**src/include/slpc_pkg.sv**
```systemverilog
// Package for the serial link status and PLL configuration register group.
// Assumes a byte-wide register port and one register clock for all users.
package slpc_pkg;
  localparam int ADDR_W = 16;
  localparam int DATA_W = 8;
  localparam int NUM_PLL = 4;

  localparam logic [15:0] OFS_LINK_STATUS = 16'h0107;
  localparam logic [15:0] OFS_REF_DIV = 16'h0108;
  localparam logic [15:0] OFS_PLL_MULT = 16'h0109;
  localparam logic [15:0] OFS_LINE_RATE = 16'h010a;

  localparam int BIT_OVERRUN = 7;
  localparam int BIT_LINK_UP = 6;
  localparam int BIT_SYNC_LEVEL = 5;
  localparam int BIT_REALIGNED = 4;
  localparam int BIT_CONSISTENT = 3;
  localparam int BIT_PLL_LOCKED = 2;

  localparam int REF_DIV_W = 6;
  localparam int RATE_W = 2;

  localparam logic [5:0] RST_REF_DIV = 6'h30;
  localparam logic [7:0] RST_PLL_MULT = 8'h14;
  localparam logic [1:0] RST_LINE_RATE = 2'h0;

  localparam logic [7:0] MULT_CODE_X4 = 8'h10;
  localparam logic [7:0] MULT_CODE_X5 = 8'h14;
  localparam logic [7:0] MULT_CODE_X8P25 = 8'h21;
  localparam logic [7:0] MULT_CODE_X10 = 8'h28;

  localparam logic [1:0] RATE_X4 = 2'h0;
  localparam logic [1:0] RATE_X2 = 2'h1;
  localparam logic [1:0] RATE_X1 = 2'h2;
  localparam logic [1:0] RATE_XHALF = 2'h3;

  localparam logic [2:0] SYSREF_ALIGN_MAX = 3'h7;
endpackage

```
**src/hdl/slpc_cfg_decode.sv**
```systemverilog
// Registered decoder for the PLL divisor, multiplier and line-rate settings.
// Assumes the three settings come straight from configuration flip-flops.
`timescale 1ns/10ps
module slpc_cfg_decode (
  input wire logic clk_i,
  input wire logic rst_i,
  input wire logic cke_i,
  input wire logic [5:0] ref_div_i,
  input wire logic [7:0] mult_code_i,
  input wire logic [1:0] rate_i,
  output logic [7:0] mult_quarters_o,
  output logic [3:0] rate_halves_o,
  output logic cfg_legal_o
);
  function automatic logic div_legal(input logic [5:0] d);
    unique case (d)
      6'h02, 6'h03, 6'h04, 6'h05, 6'h06, 6'h08, 6'h0a,
      6'h0c, 6'h10, 6'h14, 6'h18, 6'h20, 6'h28, 6'h30: div_legal = 1'b1;
      default: div_legal = 1'b0;
    endcase
  endfunction

  // The multiplier code is the ratio in quarter units, so a legal code passes through unchanged.
  function automatic logic [7:0] mult_decode(input logic [7:0] c);
    unique case (c)
      slpc_pkg::MULT_CODE_X4, slpc_pkg::MULT_CODE_X5,
      slpc_pkg::MULT_CODE_X8P25, slpc_pkg::MULT_CODE_X10: mult_decode = c;
      default: mult_decode = 8'h00;
    endcase
  endfunction

  logic [3:0] nxt_rate_halves;

  always_comb begin
    unique case (rate_i)
      slpc_pkg::RATE_X4: nxt_rate_halves = 4'h8;
      slpc_pkg::RATE_X2: nxt_rate_halves = 4'h4;
      slpc_pkg::RATE_X1: nxt_rate_halves = 4'h2;
      slpc_pkg::RATE_XHALF: nxt_rate_halves = 4'h1;
    endcase
  end

  always_ff @(posedge clk_i) begin
    if (rst_i) begin
      mult_quarters_o <= 8'h00;
      rate_halves_o <= 4'h0;
      cfg_legal_o <= 1'b0;
    end else if (cke_i) begin
      mult_quarters_o <= mult_decode(mult_code_i);
      rate_halves_o <= nxt_rate_halves;
      cfg_legal_o <= div_legal(ref_div_i) && (mult_decode(mult_code_i) != 8'h00);
    end
  end

  chk_mult_decode: assert property (@(posedge clk_i) disable iff (rst_i)
    cke_i && mult_code_i == slpc_pkg::MULT_CODE_X8P25 |=> mult_quarters_o == 8'h21)
    else $error("multiplier code 0x21 not decoded to 33 quarters");
  chk_rate_decode: assert property (@(posedge clk_i) disable iff (rst_i)
    cke_i |=> rate_halves_o == (4'h8 >> $past(rate_i)))
    else $error("line rate ratio wrong");
  chk_div_illegal: assert property (@(posedge clk_i) disable iff (rst_i)
    cke_i && ref_div_i == 6'h07 |=> !cfg_legal_o)
    else $error("divisor 7 reported legal");
endmodule

```
**src/hdl/slpc_regs.sv**
```systemverilog
// Status and PLL configuration registers of the serial receive link.
// Assumes a byte register port from the serial control port front end and
// link events that are synchronous to MCLK_I.
`timescale 1ns/10ps

// Summary of operation
// - Buffer overrun sets bit 7, write-one clears
// - Bit 6 shows link up, buffer released
// - Bit 5 reads 0 while SYNC asserted
// - SYSREF realignment sets bit 4, write-one clears
// - Bit 3 shows last SYSREF consistent, read-only
// - Up to seven SYSREF pulses for alignment
// - Bit 2 high when all enabled PLLs lock, low if none enabled
// - Six-bit divisor forms PLL reference clock
// - Multiplier codes 10h,14h,21h,28h give 4,5,8.25,10
// - Two-bit line rate gives 4,2,1,0.5
// - Reset loads 30h, 14h and 00b
module slpc_regs (
  input wire logic MCLK_I,
  input wire logic RESET_I,
  input wire logic CKE_I,
  input wire logic [15:0] REG_ADDR_I,
  input wire logic REG_WR_I,
  input wire logic REG_RD_I,
  input wire logic [7:0] REG_WDATA_I,
  output logic [7:0] REG_RDATA_O,
  output logic REG_RVALID_O,
  input wire logic ELASTIC_OVERRUN_I,
  input wire logic BUF_RELEASED_I,
  input wire logic SYNC_ASSERTED_I,
  input wire logic SYSREF_PULSE_I,
  input wire logic SYSREF_REALIGN_I,
  input wire logic SYSREF_CONSISTENT_I,
  input wire logic LINK_ENABLE_I,
  input wire logic [3:0] PLL_ENABLE_I,
  input wire logic [3:0] PLL_LOCK_I,
  output logic [5:0] REF_CLOCK_DIVISOR_O,
  output logic [7:0] PLL_MULTIPLIER_CODE_O,
  output logic [1:0] LINE_RATE_O,
  output logic [7:0] PLL_MULT_QUARTERS_O,
  output logic [3:0] LINE_RATE_HALVES_O,
  output logic CFG_LEGAL_O,
  output logic CFG_CHANGED_LIVE_O,
  output logic SYSREF_ALIGN_LATE_O
);
  logic elastic_overrun_flag_ff;
  logic realigned_ff;
  logic link_up_ff;
  logic sync_line_level_ff;
  logic sysref_consistent_ff;
  logic pll_locked_ff;
  logic [2:0] sysref_cnt_ff;
  logic link_enable_ff;
  logic [7:0] link_status_reg;
  logic [7:0] nxt_rdata;
  logic wr_status;
  logic wr_ref_div;
  logic wr_mult;
  logic wr_rate;

  assign wr_status = REG_WR_I && REG_ADDR_I == slpc_pkg::OFS_LINK_STATUS;
  assign wr_ref_div = REG_WR_I && REG_ADDR_I == slpc_pkg::OFS_REF_DIV;
  assign wr_mult = REG_WR_I && REG_ADDR_I == slpc_pkg::OFS_PLL_MULT;
  assign wr_rate = REG_WR_I && REG_ADDR_I == slpc_pkg::OFS_LINE_RATE;

  // Sticky flags: a new event in the clearing cycle keeps the flag set.
  always_ff @(posedge MCLK_I) begin
    if (RESET_I) begin
      elastic_overrun_flag_ff <= 1'b0;
      realigned_ff <= 1'b0;
    end else if (CKE_I) begin
      if (ELASTIC_OVERRUN_I) begin
        elastic_overrun_flag_ff <= 1'b1;
      end else if (wr_status && REG_WDATA_I[slpc_pkg::BIT_OVERRUN]) begin
        elastic_overrun_flag_ff <= 1'b0;
      end
      if (SYSREF_REALIGN_I) begin
        realigned_ff <= 1'b1;
      end else if (wr_status && REG_WDATA_I[slpc_pkg::BIT_REALIGNED]) begin
        realigned_ff <= 1'b0;
      end
    end
  end

  // Read-only status is sampled each cycle and ignores every write.
  always_ff @(posedge MCLK_I) begin
    if (RESET_I) begin
      link_up_ff <= 1'b0;
      sync_line_level_ff <= 1'b0;
      sysref_consistent_ff <= 1'b0;
      pll_locked_ff <= 1'b0;
    end else if (CKE_I) begin
      link_up_ff <= BUF_RELEASED_I;
      sync_line_level_ff <= !SYNC_ASSERTED_I;
      sysref_consistent_ff <= SYSREF_CONSISTENT_I;
      // No enabled PLL means nothing is locked, so the bit stays low.
      pll_locked_ff <= (|PLL_ENABLE_I) && ((PLL_LOCK_I & PLL_ENABLE_I) == PLL_ENABLE_I);
    end
  end

  // Count SYSREF pulses since link enable to flag a link still not consistent after seven of them.
  always_ff @(posedge MCLK_I) begin
    if (RESET_I) begin
      sysref_cnt_ff <= 3'h0;
      link_enable_ff <= 1'b0;
    end else if (CKE_I) begin
      link_enable_ff <= LINK_ENABLE_I;
      if (!LINK_ENABLE_I) begin
        sysref_cnt_ff <= 3'h0;
      end else if (SYSREF_PULSE_I && sysref_cnt_ff != slpc_pkg::SYSREF_ALIGN_MAX) begin
        sysref_cnt_ff <= sysref_cnt_ff + 3'h1;
      end
    end
  end

  always_ff @(posedge MCLK_I) begin
    if (RESET_I) begin
      SYSREF_ALIGN_LATE_O <= 1'b0;
    end else if (CKE_I) begin
      SYSREF_ALIGN_LATE_O <= link_enable_ff && sysref_cnt_ff == slpc_pkg::SYSREF_ALIGN_MAX
                             && !sysref_consistent_ff;
    end
  end

  always_ff @(posedge MCLK_I) begin
    if (RESET_I) begin
      REF_CLOCK_DIVISOR_O <= slpc_pkg::RST_REF_DIV;
      PLL_MULTIPLIER_CODE_O <= slpc_pkg::RST_PLL_MULT;
      LINE_RATE_O <= slpc_pkg::RST_LINE_RATE;
    end else if (CKE_I) begin
      if (wr_ref_div) begin
        REF_CLOCK_DIVISOR_O <= REG_WDATA_I[slpc_pkg::REF_DIV_W-1:0];
      end
      if (wr_mult) begin
        PLL_MULTIPLIER_CODE_O <= REG_WDATA_I;
      end
      if (wr_rate) begin
        LINE_RATE_O <= REG_WDATA_I[slpc_pkg::RATE_W-1:0];
      end
    end
  end

  // Software should not change the multiplier or line rate while the link runs; this only reports it, the write still lands.
  always_ff @(posedge MCLK_I) begin
    if (RESET_I) begin
      CFG_CHANGED_LIVE_O <= 1'b0;
    end else if (CKE_I) begin
      if (LINK_ENABLE_I && (wr_mult || wr_rate)) begin
        CFG_CHANGED_LIVE_O <= 1'b1;
      end else if (!LINK_ENABLE_I) begin
        CFG_CHANGED_LIVE_O <= 1'b0;
      end
    end
  end

  always_comb begin
    link_status_reg = 8'h00;
    link_status_reg[slpc_pkg::BIT_OVERRUN] = elastic_overrun_flag_ff;
    link_status_reg[slpc_pkg::BIT_LINK_UP] = link_up_ff;
    link_status_reg[slpc_pkg::BIT_SYNC_LEVEL] = sync_line_level_ff;
    link_status_reg[slpc_pkg::BIT_REALIGNED] = realigned_ff;
    link_status_reg[slpc_pkg::BIT_CONSISTENT] = sysref_consistent_ff;
    link_status_reg[slpc_pkg::BIT_PLL_LOCKED] = pll_locked_ff;
  end

  always_comb begin
    unique case (REG_ADDR_I)
      slpc_pkg::OFS_LINK_STATUS: nxt_rdata = link_status_reg;
      slpc_pkg::OFS_REF_DIV: nxt_rdata = {2'h0, REF_CLOCK_DIVISOR_O};
      slpc_pkg::OFS_PLL_MULT: nxt_rdata = PLL_MULTIPLIER_CODE_O;
      slpc_pkg::OFS_LINE_RATE: nxt_rdata = {6'h00, LINE_RATE_O};
      default: nxt_rdata = 8'h00;
    endcase
  end

  // Reads only capture data; no flag changes on a read.
  always_ff @(posedge MCLK_I) begin
    if (RESET_I) begin
      REG_RDATA_O <= 8'h00;
      REG_RVALID_O <= 1'b0;
    end else if (CKE_I) begin
      REG_RVALID_O <= REG_RD_I;
      if (REG_RD_I) begin
        REG_RDATA_O <= nxt_rdata;
      end
    end
  end

  slpc_cfg_decode u_decode (
    .clk_i(MCLK_I),
    .rst_i(RESET_I),
    .cke_i(CKE_I),
    .ref_div_i(REF_CLOCK_DIVISOR_O),
    .mult_code_i(PLL_MULTIPLIER_CODE_O),
    .rate_i(LINE_RATE_O),
    .mult_quarters_o(PLL_MULT_QUARTERS_O),
    .rate_halves_o(LINE_RATE_HALVES_O),
    .cfg_legal_o(CFG_LEGAL_O)
  );

  chk_overrun_sets: assert property (@(posedge MCLK_I) disable iff (RESET_I)
    CKE_I && ELASTIC_OVERRUN_I |=> elastic_overrun_flag_ff)
    else $error("overrun event did not set flag");
  chk_overrun_holds: assert property (@(posedge MCLK_I) disable iff (RESET_I)
    CKE_I && elastic_overrun_flag_ff && !(wr_status && REG_WDATA_I[slpc_pkg::BIT_OVERRUN])
    |=> elastic_overrun_flag_ff)
    else $error("overrun flag dropped without write-one");
  chk_realign_clear: assert property (@(posedge MCLK_I) disable iff (RESET_I)
    CKE_I && wr_status && REG_WDATA_I[slpc_pkg::BIT_REALIGNED] && !SYSREF_REALIGN_I |=> !realigned_ff)
    else $error("realigned flag not cleared");
  chk_link_up: assert property (@(posedge MCLK_I) disable iff (RESET_I)
    CKE_I |=> link_up_ff == $past(BUF_RELEASED_I))
    else $error("link up bit does not follow buffer release");
  chk_sync_level: assert property (@(posedge MCLK_I) disable iff (RESET_I)
    CKE_I && SYNC_ASSERTED_I |=> !link_status_reg[slpc_pkg::BIT_SYNC_LEVEL])
    else $error("sync bit high while sync asserted");
  chk_consistent_ro: assert property (@(posedge MCLK_I) disable iff (RESET_I)
    CKE_I && SYSREF_CONSISTENT_I ##1 CKE_I && wr_status && SYSREF_CONSISTENT_I |=> sysref_consistent_ff)
    else $error("consistency bit changed by write");
  chk_pll_lock: assert property (@(posedge MCLK_I) disable iff (RESET_I)
    CKE_I && (PLL_ENABLE_I & ~PLL_LOCK_I) != 4'h0 |=> !pll_locked_ff)
    else $error("lock reported with an enabled PLL unlocked");
  chk_sysref_sat: assert property (@(posedge MCLK_I) disable iff (RESET_I)
    CKE_I && LINK_ENABLE_I && SYSREF_PULSE_I && sysref_cnt_ff == 3'h6 |=> sysref_cnt_ff == 3'h7
    ##1 (!CKE_I || sysref_cnt_ff == 3'h7 || !LINK_ENABLE_I))
    else $error("sysref pulse counter wrong near saturation");
  chk_reset_vals: assert property (@(posedge MCLK_I)
    RESET_I |=> REF_CLOCK_DIVISOR_O == 6'h30 && PLL_MULTIPLIER_CODE_O == 8'h14 && LINE_RATE_O == 2'h0)
    else $error("configuration reset values wrong");
  chk_read_data: assert property (@(posedge MCLK_I) disable iff (RESET_I)
    CKE_I && REG_RD_I && REG_ADDR_I == slpc_pkg::OFS_PLL_MULT && !wr_mult
    |=> REG_RVALID_O && REG_RDATA_O == PLL_MULTIPLIER_CODE_O)
    else $error("multiplier readback wrong");
  chk_live_change: assert property (@(posedge MCLK_I) disable iff (RESET_I)
    CKE_I && LINK_ENABLE_I && wr_rate |=> CFG_CHANGED_LIVE_O)
    else $error("live rate change not reported");

  cov_overrun_clear: cover property (@(posedge MCLK_I) disable iff (RESET_I)
    elastic_overrun_flag_ff ##1 CKE_I && wr_status && REG_WDATA_I[7] ##1 !elastic_overrun_flag_ff);
  cov_set_wins: cover property (@(posedge MCLK_I) disable iff (RESET_I)
    CKE_I && wr_status && REG_WDATA_I[4] && SYSREF_REALIGN_I);
  cov_align_late: cover property (@(posedge MCLK_I) disable iff (RESET_I) SYSREF_ALIGN_LATE_O);
endmodule

```
**config.mk**
```make
export PLATFORM = sky130hd
export DESIGN_NAME = slpc_regs
export DESIGN_NICKNAME = d
export VERILOG_FILES = /design/src/include/slpc_pkg.sv /design/src/hdl/slpc_cfg_decode.sv /design/src/hdl/slpc_regs.sv
export SDC_FILE = /design/constraint.sdc
export NUM_CORES = 1
export LEC_CHECK = 0
export ABC_AREA = 1
export BUFFER_PORTS_ARGS = -buffer_cell sky130_fd_sc_hd__buf_2
export CORE_ASPECT_RATIO = 0.5
export CORE_MARGIN = 10
export CORE_UTILIZATION = 53
export CTS_CLUSTER_DIAMETER = 50
export DETAILED_ROUTE_END_ITERATION = 10
export GPL_TIMING_DRIVEN = 1
export MAX_ROUTING_LAYER = met4
export PLACE_DENSITY = 0.84
export SKIP_CTS_REPAIR_TIMING = 1
export SLEW_MARGIN = 10
export SYNTH_ARGS = -nofsm -noshare
export SYNTH_HDL_FRONTEND = slang
export SYNTH_SLANG_ARGS = --single-unit
```
**constraint.sdc**
```tcl
create_clock -name MCLK_I -period 4 [get_ports MCLK_I]
set_input_delay 0.2 -clock MCLK_I [delete_from_list [all_inputs] [get_ports MCLK_I]]
set_output_delay 0.2 -clock MCLK_I [all_outputs]
set_load 0.005 [all_outputs]
```
# [Yosys cells after proc, flatten, opt, wreduce, memory -nomap -nowiden]
# Memories as Yosys holds them, arrays and structs flattened. A register that Yosys moved wholly into a read port is not among the register bits.
# Cells that the tools add are included.
[op_classes] n_bitwise=1 reduce_logical=29 n_eq_ne=16 n_addsub=1 n_mux=17
[ops] cell="$eq A16 B9 Y1 const B" count=4
[ops] cell="$pmux W8 S4" count=1
[ops] cell="$mux W8" count=3
[ops] cell="$eq A8 B5 Y1 const B" count=2
[ops] cell="$eq A8 B6 Y1 const B" count=2
[ops] cell="$pmux W4 S4" count=1
[ops] cell="$reduce_and A2 Y1" count=8
[ops] cell="$logic_and A1 B1 Y1" count=12
[ops] cell="$mux W6" count=2
[ops] cell="$mux W1" count=8
[ops] cell="$reduce_bool A8 Y1" count=1
[ops] cell="$reduce_or A4 Y1" count=2
[ops] cell="$mux W3" count=2
[ops] cell="$and A4 B4 Y4" count=1
[ops] cell="$eq A2 B2 Y1 const B" count=2
[ops] cell="$eq A4 B4 Y1" count=1
[ops] cell="$ne A2 B1 Y1 const B" count=2
[ops] cell="$reduce_bool A2 Y1" count=2
[ops] cell="$add A3 B1 Y3 const B" count=1
[ops] cell="$eq A3 B3 Y1 const B" count=1
[ops] cell="$ne A3 B3 Y1 const B" count=1
[ops] cell="$eq A2 B1 Y1 const B" count=1
[ops] cell="$logic_not A1 Y1" count=2
[ops] cell="$logic_not A2 Y1" count=1
[ops] cell="$logic_or A1 B1 Y1" count=1
[totals] register_bits=50 n_memories=1 word_cells=83 output_inout_bits=40 mem_bits_ro=64
[memory_table] memory="(no name shown)" depth=64 word_bits=1 read_ports=1 rd_clocked_by_memory_dff=1 wr=0 line_no="slpc_cfg_decode.sv:16" rtl="unique case (d)"

# [Depth between registers and ports, before layout]
# Gate-level depths: netlist of run 1.
[depth] ltp_word=7 ltp_mapped=14 ltp_nobuf=14

# [Cells and area by module]
# From an unflattened synthesis of run 1, not the netlist that was laid out.
[unflattened] hier_cells=331 area_unflattened_um2=2489.9
[by_module_without_submodules] module="slpc_regs" area_each_um2=1838.0 cells_per_inst=233 seq_area_each_um2=740.7 n_inst=1
[by_module_without_submodules] module="slpc_cfg_decode" area_each_um2=651.9 cells_per_inst=98 seq_area_each_um2=260.2 n_inst=1

# [Least setup slack after synthesis of run 1]
# No wires, ideal clock.
[synth_path] path_type="input-to-reg" startpoint="in REG_ADDR_I[7]" endpoint="reg (tool-made name)" arrival_time_ns=1.240 cell_stages=12 t_required_ns=3.884 setup_slack_ns=2.644 path_cell_list="nor2_1 > nand2_2 > nor2_8 > nand3_4 > nand2_2 > nand3_2 > inv_1 > nand3_1 > nand2_1 > nand2_1 > nand2_1 > a21oi_2"
[synth_rtl] element="start: declaration" line_no="slpc_regs.sv:22" rtl="input wire logic [15:0] REG_ADDR_I,"

# [Worst setup path after layout of run 1]
[layout_path] startpoint="in CKE_I" endpoint="reg sysref_cnt_ff[0]"
[layout_between] elab_chain_cells=1
[layout_lines] element="start: declaration" line_no="slpc_regs.sv:21" rtl="input wire logic CKE_I,"
[layout_lines] element="$reduce_and A2 Y1 (no line)"
[layout_lines] element="end signal: assignment" line_no="slpc_regs.sv:111" rtl="sysref_cnt_ff <= sysref_cnt_ff + 3'h1;"
[layout_lines] element="end: declaration" line_no="slpc_regs.sv:52" rtl="logic [2:0] sysref_cnt_ff;"
# Every way passes these cells.
# A chain may end at the register's enable or synchronous reset.

==> flow_summary.json, run 1 <==
{
  "outcome": "finished, final reports clean",
  "cts_sinks": 51,
  "place_congestion": 0.9482,
  "grt_start_max_net_pins": 29,
  "worstSetupEndpointType": "flop",
  "first_global_vias": 2356,
  "synth_area_per_cell_um2": 7.331,
  "via_count": 2498,
  "drv_cap": 0,
  "cpLargestDelayFamily": "buffers and inverters",
  "crit_chain": "buf_2 -> clkinv_1 -> nor2_1 -> nand2_1 -> o21ai_0 -> inv_1 -> a21oi_1 -> a211oi_1",
  "drt-initial-drc-count": 220,
  "clock.fmax_ghz": 0.6070,
  "fp.dieW_um": 115.0,
  "start_util_pct": 54.54,
  "gr-usage-all-layers_pct": 17.60,
  "relSlewSlack_pct": 43.00,
  "drc": 0,
  "worstSkewPairLatency_ps": 300,
  "portBuffers": 83,
  "rsz0062_at_grt": "no",
  "clock_power_share_pct": 36.9,
  "fin_nets": 454,
  "power_switching_mw": 0.2182,
  "fillCellCount": 379,
  "power_mw": 0.9472,
  "avgViaCountPerCell": 5.372,
  "netlist_area_mm2": 0.002390,
  "core_area_mm2": 0.004382,
  "dp_slack_ps": 2052,
  "ant_nets": 0,
  "cts_tree": "yes",
  "hold_viol": 0,
  "p_sw_share_pct": 23.04,
  "ios": 84,
  "fin_ws_ps": 2353,
  "cts-htree-levels": 2,
  "p_comb_share_pct": 8.1,
  "yosysTopAreaCellShare_pct": 42.72,
  "firstDrtPassIters": 5,
  "p_per_area_mw_per_mm2": 321.6,
  "min_period_over_period_pct": 41.19,
  "synth_top_cell_by_area": "dfxtp_1",
  "clock_skew_ps": 2.677,
  "path_class": "in2reg",
  "crit_buf_inv": 3,
  "cp-start-kind": "input port",
  "p_seq_share_pct": 55.0,
  "layout-drive-gt1-share_pct": 27.21,
  "cpMaxStageDelayCell": "clkinv_1",
  "ir_drop_mv": 0.1594,
  "yosysWarnings": 0,
  "wl_per_cell_um": 14.76,
  "cellLeakagePower_nw": 1.455,
  "hold_class": "in2reg",
  "synth_area_leaders": "dfxtp_1, nand2_1, a21oi_1",
  "worstMarginPinSlew_ps": 847.2,
  "layout_commonest_cell": "buf_2",
  "crit_arrival_ps": 1820,
  "netlist_instances": 326,
  "final_cell_mix": "buf_2, nand2_1, dfxtp_1",
  "slew_violations": 0,
  "cts_root_buffer": "clkbuf_8",
  "p_int_mw": 0.7290,
  "cp_data_required_time_ps": 4170,
  "diodes": 0,
  "grt_pass1_wl_um": 10810,
  "finalSetupViolations": 0,
  "grt.overflow.total": 0,
  "cp_max_fo": 22,
  "cts_max_path_buffers": 2,
  "wl_um": 6865,
  "synth.distinct_cells": 30,
  "fin_crit_ps": 1647,
  "rows": 17,
  "synthToLayoutAreaGrowth_pct": 23.25,
  "dp_hpwl_um": 5352,
  "dieHeight_um": 67.48,
  "syn_nets": 372,
  "final.setup.tns_ps": 0,
  "yosysSeqAreaShare_pct": 42.72,
  "ys_ff_latch": 51,
  "die-area_mm2": 0.007758,
  "clkTransAtPathRegs_ps": 90,
  "slowest_delay_ps": 490,
  "cts_inserted_buffers": 5,
  "antenna_found_initial": 0
}
## layout make-up
class                           count  area (um^2)  area share, %
Clock buffer                        6        72.57          2.464
Clock inverter                      1        30.03          1.020
Multi-Input combinational cell    225         1177          39.97
Timing Repair Buffer               83        415.4          14.10
Tap cell                           57        71.32          2.421
Sequential cell                    51         1021          34.66
Inverter                           42        157.7          5.353
## synthesized netlist by cell type, drive strengths merged
library cell	number
nor2	36
nand2	75
clkbuf	5
a211oi	5
dfxtp	51
inv	39
a31oi	1
o2111ai	1
o31ai	1
nor4	5
buf	3
o221ai	4
o211ai	2
a21oi	33
ha	2
nand3b	1
clkinv	3
o21ai	22
nand3	26
o21a	2
nand4	9
## routing by layer
metal	share of wire, %	vias up	GRT usage (%)
li1	-	1245	-
met1	44	1118	21.09
met2	45	120	27.93
met3	9.3	15	5.128
met4	1.7	0	6.135
met5	0	-	-
## flip-flops by register name, indices dropped and copies added, names as in the netlist, 2 cells and up, named ones only
signal and flops:
LINE_RATE_O 2, PLL_MULTIPLIER_CODE_O 8, REF_CLOCK_DIVISOR_O 6, REG_RDATA_O 8, sysref_cnt_ff 3, u_decode.mult_quarters_o 8
u_decode.rate_halves_o 4
## kinds of logic after synthesis
family                     count (synthesis)  share of synthesized area, %
buffers and inverters                     50                         8.010
DFF                                       51                         42.72
and+or+nand+nor                          152                         31.15
AOI/OAI and AO/OA                         71                         17.07
adders and majority gates                  2                         1.047
## power groups by stage
stage                     Combinational [mW]  Sequential (mW)  Clock [mW]
after global placement                0.0732            0.532           0
after floorplan                       0.0400            0.532           0
after detailed placement              0.0756            0.533           0
after global routing                  0.0858            0.522       0.372
final                                 0.0768            0.521       0.350
after CTS                             0.0764            0.521       0.352
## metrics by stage
step	std cells	utilization, %	hold slack [ps]	area [um^2]
floorplan	326	-	293.5	2390
global placement	458	64.88	391.6	2843
detailed placement	458	64.88	396.7	2843
CTS	465	67.22	72.59	2945
global route	465	67.22	67.91	2945
finish	465	67.22	74.49	2945
## worst reg2reg max path, cell delays in order, from the launching register on
cell      delay (ps)
dfxtp_1          320
ha_1             200
ha_1             190
nor2_1           120
nand2_1          100
o21ai_0          150
inv_1            130
a21oi_1          130
a211oi_1          60
## worst paths after layout
check | endpoint | startpoint | slack (ps) | depth (start not counted)
worst max-delay path | sysref_cnt_ff[0]$_SDFFE_PP0P_ | CKE_I | 2350 | 8
worst min-delay path | sync_line_level_ff$_SDFFE_PP0P_ | SYNC_ASSERTED_I | 70 | 2
worst min register to register | u_decode.mult_quarters_o[7]$_SDFFE_PP0P_ | u_decode.mult_quarters_o[7]$_SDFFE_PP0P_ | 440 | 2
worst max register to register | sysref_cnt_ff[0]$_SDFFE_PP0P_ | sysref_cnt_ff[0]$_SDFFE_PP0P_ | 2480 | 8
(Power assumes the default switching activity.)
==> run 2: changes to the inputs <==
--- a/config.mk
+++ b/config.mk
@@ -9,12 +9,12 @@
 export BUFFER_PORTS_ARGS = -buffer_cell sky130_fd_sc_hd__buf_2
 export CORE_ASPECT_RATIO = 0.5
 export CORE_MARGIN = 10
-export CORE_UTILIZATION = 53
+export CORE_UTILIZATION = 49
 export CTS_CLUSTER_DIAMETER = 50
 export DETAILED_ROUTE_END_ITERATION = 10
 export GPL_TIMING_DRIVEN = 1
 export MAX_ROUTING_LAYER = met4
-export PLACE_DENSITY = 0.84
+export PLACE_DENSITY = 0.79
 export SKIP_CTS_REPAIR_TIMING = 1
 export SLEW_MARGIN = 10
 export SYNTH_ARGS = -nofsm -noshare
==> constraint.sdc (replaced) <==
create_clock -name MCLK_I -period 1.7 [get_ports MCLK_I]
set_input_delay 0.085 -clock MCLK_I [delete_from_list [all_inputs] [get_ports MCLK_I]]
set_output_delay 0.085 -clock MCLK_I [all_outputs]
set_load 0.005 [all_outputs]
==> run 2 against run 1 <==
  * Die area up 6.2%
  * Wire length up 9.0%
  * Worst setup slack worse by 2200 ps
  * Global-route usage up 0.42 points
  * Sequential power up 140%
  * Critical path type is now reg2reg
  * Largest cell class unchanged
==> flow_summary.json, run 2 (synthesis results as in run 1) <==
{
  "outcome": "finished, final reports clean",
  "slew_violations": 0,
  "layout-drive-gt1-share_pct": 28.71,
  "min_period_over_period_pct": 89.29,
  "first_global_vias": 2434,
  "drv_cap": 0,
  "start_util_pct": 52.50,
  "cellLeakagePower_nw": 1.487,
  "p_int_mw": 1.581,
  "cp-start-kind": "flop",
  "ant_nets": 0,
  "r2r_end": "sysref_cnt_ff[0]$_SDFFE_PP0P_",
  "dp_hpwl_um": 6057,
  "clock_skew_ps": 5.063,
  "wl_per_cell_um": 15.46,
  "clkTransAtPathRegs_ps": 90,
  "core_area_mm2": 0.004552,
  "clock.fmax_ghz": 0.6588,
  "cpMaxStageDelayCell": "dfxtp_1",
  "cp_max_fo": 3,
  "wl_um": 7485,
  "hold_viol": 0,
  "worstHoldStart": "BUF_RELEASED_I",
  "top_regs": "PLL_MULTIPLIER_CODE_O (8), REG_RDATA_O (8), u_decode.mult_quarters_o (8)",
  "rows": 17,
  "cts_inserted_buffers": 5,
  "synthToLayoutAreaGrowth_pct": 25.92,
  "place_congestion": 1.007,
  "drc": 0,
  "firstDrtPassIters": 5,
  "grt_pass1_wl_um": 11960,
  "dieHeight_um": 69.38,
  "hold_class": "in2reg",
  "r2r_start": "sysref_cnt_ff[0]$_SDFFE_PP0P_",
  "path_class": "reg2reg",
  "p_seq_share_pct": 58.0,
  "grt.overflow.total": 0,
  "antenna_found_initial": 0,
  "die-area_mm2": 0.008240,
  "whs_endpoint": "link_up_ff$_SDFFE_PP0P_",
  "p_per_area_mw_per_mm2": 702.5,
  "relSlewSlack_pct": 62.90,
  "worstMarginPinSlew_ps": 551.4,
  "power_mw": 2.114,
  "worstSetupEndpointType": "flop",
  "grt_start_max_net_pins": 28,
  "fin_nets": 463,
  "cpLargestDelayFamily": "adder cells",
  "fin_crit_ps": 1518,
  "r2r_cells": 8,
  "avgViaCountPerCell": 5.258,
  "cts_sinks": 51,
  "slowest_delay_ps": 330,
  "cts_max_path_buffers": 2,
  "p_sw_share_pct": 25.22,
  "final.setup.tns_ps": 0,
  "power_switching_mw": 0.5331,
  "cts-htree-levels": 2,
  "clock_power_share_pct": 32.8,
  "fp.dieW_um": 118.8,
  "ios": 84,
  "cts_tree": "yes",
  "portBuffers": 83,
  "worstSkewPairLatency_ps": 310,
  "layout_commonest_cell": "buf_2",
  "crit_chain": "ha_1 -> ha_1 -> nor2_1 -> nand2_1 -> o21ai_0 -> inv_1 -> a21oi_1 -> a211oi_1",
  "crit_arrival_ps": 1710,
  "gr-usage-all-layers_pct": 18.02,
  "via_count": 2545,
  "crit_buf_inv": 1,
  "finalSetupViolations": 0,
  "ir_drop_mv": 0.3411,
  "final_cell_mix": "buf_2, nand2_1, dfxtp_1",
  "drt-initial-drc-count": 223,
  "cp_data_required_time_ps": 1890,
  "min_path_cells": 3,
  "cp_common_cell": "ha_1",
  "fillCellCount": 427,
  "diodes": 0,
  "reg2reg_slack_ps": 180,
  "rsz0062_at_grt": "no",
  "cts_root_buffer": "clkbuf_8",
  "p_comb_share_pct": 9.2
}
run 2: worst min-delay path: cells and delay by family:
| kind | cells | cell delay, ps |
|---|---|---|
| buffers and inverters | 1 | 70 |
| and+or+nand+nor | 2 | 130 |
run 2: power by group through the flow:
stage	Clock [mW]	Sequential [mW]	Combinational, mW
after CTS	0.699	1.23	0.192
after global routing	0.767	1.23	0.219
after floorplan	0	1.25	0.0941
final	0.693	1.23	0.195
after global placement	0	1.25	0.184
after detailed placement	0	1.25	0.192
run 2: per-layer routing:
metal  vias up  routed length (um)  track usage, %
met2       108                3315           25.94
li1       1269                   -               -
met5         -                   0               -
met1      1154                3519           24.32
met3        14                 530           4.049
met4         0                 120           5.726
run 2: worst max-delay path by stage:
stage	cells after the start	slack, ps	to	from
global placement	13	240	flop	REG_ADDR_I[15]
floorplan	8	400	sysref_cnt_ff[0]$_SDFFE_PP0P_	sysref_cnt_ff[0]$_SDFFE_PP0P_
finish	8	180	sysref_cnt_ff[0]$_SDFFE_PP0P_	sysref_cnt_ff[0]$_SDFFE_PP0P_
global route	8	30	sysref_cnt_ff[0]$_SDFFE_PP0P_	sysref_cnt_ff[0]$_SDFFE_PP0P_
detailed placement	13	150	flop	REG_ADDR_I[13]
CTS	8	180	sysref_cnt_ff[0]$_SDFFE_PP0P_	sysref_cnt_ff[0]$_SDFFE_PP0P_
run 2: final cells by class:
class                           count  area [um^2]  area share (%)
Clock inverter                      2        12.51          0.4158
Timing Repair Buffer               92        485.5           16.13
Tap cell                           66        82.58           2.744
Clock buffer                        6        72.57           2.412
Inverter                           42        157.7           5.239
Sequential cell                    51         1021           33.93
Multi-Input combinational cell    225         1177           39.13
run 2: per-stage QoR:
| step | std cells | setup slack (ps) | instance area, um^2 | util (%) | hold WS [ps] |
|---|---|---|---|---|---|
| finish | 484 | 182.0 | 3009 | 66.11 | 6.625 |
| global route | 484 | 27.81 | 3009 | 66.11 | 13.03 |
| CTS | 483 | 184.3 | 2999 | 65.89 | -67.32 |
| detailed placement | 475 | 149.1 | 2914 | 64.02 | 265.5 |
| global placement | 475 | 236.2 | 2914 | 64.02 | 264.4 |
| floorplan | 326 | 396.7 | 2390 | - | 178.5 |
==> run 3: changes to the inputs <==
--- a/config.mk
+++ b/config.mk
@@ -14,7 +14,7 @@
 export DETAILED_ROUTE_END_ITERATION = 10
 export GPL_TIMING_DRIVEN = 1
 export MAX_ROUTING_LAYER = met4
-export PLACE_DENSITY = 0.79
+export PLACE_DENSITY = 0.77
 export SKIP_CTS_REPAIR_TIMING = 1
 export SLEW_MARGIN = 10
 export SYNTH_ARGS = -nofsm -noshare
==> run 3 against run 2 <==
  * The run now ends with negative hold slack left
  * Clock power grew 19%
  * Clock-buffer cell count is the same
  * Cell area shrank 0.17%
  * Worst hold slack lost 9.3 ps
  * Critical path depth is the same
  * Final cell count shrank 0.83%
  * First-iteration DRC count shrank 0.90%
==> flow_summary.json, run 3 (synthesis results as in run 1) <==
{
  "start_util_pct": 52.50,
  "cts_sinks": 51,
  "grt_pass1_wl_um": 11720,
  "multi_input_area_mm2": 0.001177,
  "rsz0062_at_grt": "no",
  "dieHeight_um": 69.38,
  "top_regs": "PLL_MULTIPLIER_CODE_O (8), REG_RDATA_O (8), u_decode.mult_quarters_o (8)",
  "firstDrtPassIters": 5,
  "cts_root_buffer": "clkbuf_8",
  "fillCellCount": 427,
  "rows": 17,
  "clock.fmax_ghz": 0.6711,
  "worstSetupEndpointType": "flop",
  "cp_max_fo": 3,
  "p_per_area_mw_per_mm2": 745.5,
  "worstMarginPinSlew_ps": 550.3,
  "layout-drive-gt1-share_pct": 28.02,
  "worstSkewPairLatency_ps": 300,
  "diodes": 0,
  "antenna_found_initial": 0,
  "cts-htree-levels": 2,
  "crit_arrival_ps": 1680,
  "cp-start-kind": "flop",
  "grt_start_max_net_pins": 28,
  "min_period_over_period_pct": 87.65,
  "violations": "negative hold slack",
  "die-area_mm2": 0.008240,
  "fin_area_mm2": 0.003004,
  "clock_skew_ps": 5.980,
  "hold_class": "in2reg",
  "cp_common_cell": "ha_1",
  "drc": 0,
  "synthToLayoutAreaGrowth_pct": 25.71,
  "cts_max_path_buffers": 2,
  "ir_drop_mv": 0.3691,
  "place_area_mm2": 0.002892,
  "outcome": "finished with violations",
  "cts_inserted_buffers": 5,
  "gr-usage-all-layers_pct": 17.15,
  "fin_crit_ps": 1490,
  "cts_tree": "yes",
  "relSlewSlack_pct": 62.97,
  "cp_data_required_time_ps": 1890,
  "fin_nets": 460,
  "cellLeakagePower_nw": 1.484,
  "place_congestion": 0.9018,
  "whs_ps": -2.672,
  "ant_nets": 0,
  "wl_um": 7165,
  "via_count": 2537,
  "reg2reg_slack_ps": 210,
  "cpMaxStageDelayCell": "dfxtp_1",
  "ios": 84,
  "regArea_mm2": 0.001021,
  "drt-initial-drc-count": 221,
  "crit_chain": "ha_1 -> ha_1 -> nor2_1 -> nand2_1 -> o21ai_0 -> inv_1 -> a21oi_1 -> a211oi_1",
  "portBuffers": 83,
  "slew_violations": 0,
  "first_global_vias": 2428,
  "finalSetupViolations": 0,
  "path_class": "reg2reg",
  "grt.overflow.total": 0,
  "hold_viol": 1,
  "layout_commonest_cell": "buf_2",
  "wl_per_cell_um": 14.93,
  "avgViaCountPerCell": 5.285,
  "fp.dieW_um": 118.8,
  "drv_cap": 0,
  "clkTransAtPathRegs_ps": 90,
  "dp_hpwl_um": 5782,
  "final.setup.tns_ps": 0,
  "core_area_mm2": 0.004552,
  "final_cell_mix": "buf_2, nand2_1, dfxtp_1",
  "slowest_delay_ps": 320
}
==> run 3: changes by cell type in the layout (fill, tap and decap cells not counted) <==
cell	before	now
bufinv_16	0	1
buf_4	8	5
clkinvlp_4	1	0
clkinv_2	1	0
==> run 3: critical path: cells and delay by family (launching register included) <==
kind	cells	cell delay [ps]
adder cells (fa/ha/maj)	2	430
flip-flops	1	320
AO/OA/AOI/OAI	3	320
AND/OR/NAND/NOR	2	200
buffers and inverters	1	110
==> run 3: cell type report <==
type,instances,share of cell area [%]
Clock buffer,6,2.416
Clock inverter,1,0.9996
Inverter,42,5.248
Multi-Input combinational cell,225,39.19
Sequential cell,51,33.99
Tap cell,66,2.749
Timing Repair Buffer,89,15.41
==> run 3: metrics by stage <==
stage	hold slack (ps)	utilization [%]	worst slack, ps	total power, mW	instances
2_1_floorplan	178.5	-	396.7	1.346	326
3_3_place_gp	264.9	63.52	208.3	1.434	472
3_5_place_dp	277.3	63.52	127.0	1.441	472
4_1_cts	-52.12	65.78	203.0	2.237	479
5_1_grt	21.68	66.00	47.16	2.316	480
6_report	-2.672	66.00	210.0	2.240	480
==> run 3: layer usage <==
| layer | vias up | GRT usage [%] | wire [um] |
|---|---|---|---|
| li1 | 1259 | - | - |
| met1 | 1181 | 21.74 | 3264 |
| met2 | 92 | 27.58 | 3344 |
| met3 | 5 | 3.401 | 504 |
| met4 | 0 | 3.862 | 53 |
| met5 | - | - | 0 |
==> run 3: worst paths after layout <==
check | from | end | depth (start not counted)
min reg2reg | u_decode.mult_quarters_o[6]$_SDFFE_PP0P_ | u_decode.mult_quarters_o[6]$_SDFFE_PP0P_ | 2
max reg2reg | sysref_cnt_ff[0]$_SDFFE_PP0P_ | sysref_cnt_ff[0]$_SDFFE_PP0P_ | 8
min | BUF_RELEASED_I | link_up_ff$_SDFFE_PP0P_ | 3
max | sysref_cnt_ff[0]$_SDFFE_PP0P_ | sysref_cnt_ff[0]$_SDFFE_PP0P_ | 8
==> run 3: where the power goes <==
part           internal [mW]  switching, mW
clock network          0.432          0.392
registers               1.22         0.0109
logic                 0.0755          0.114
total                   1.72          0.517
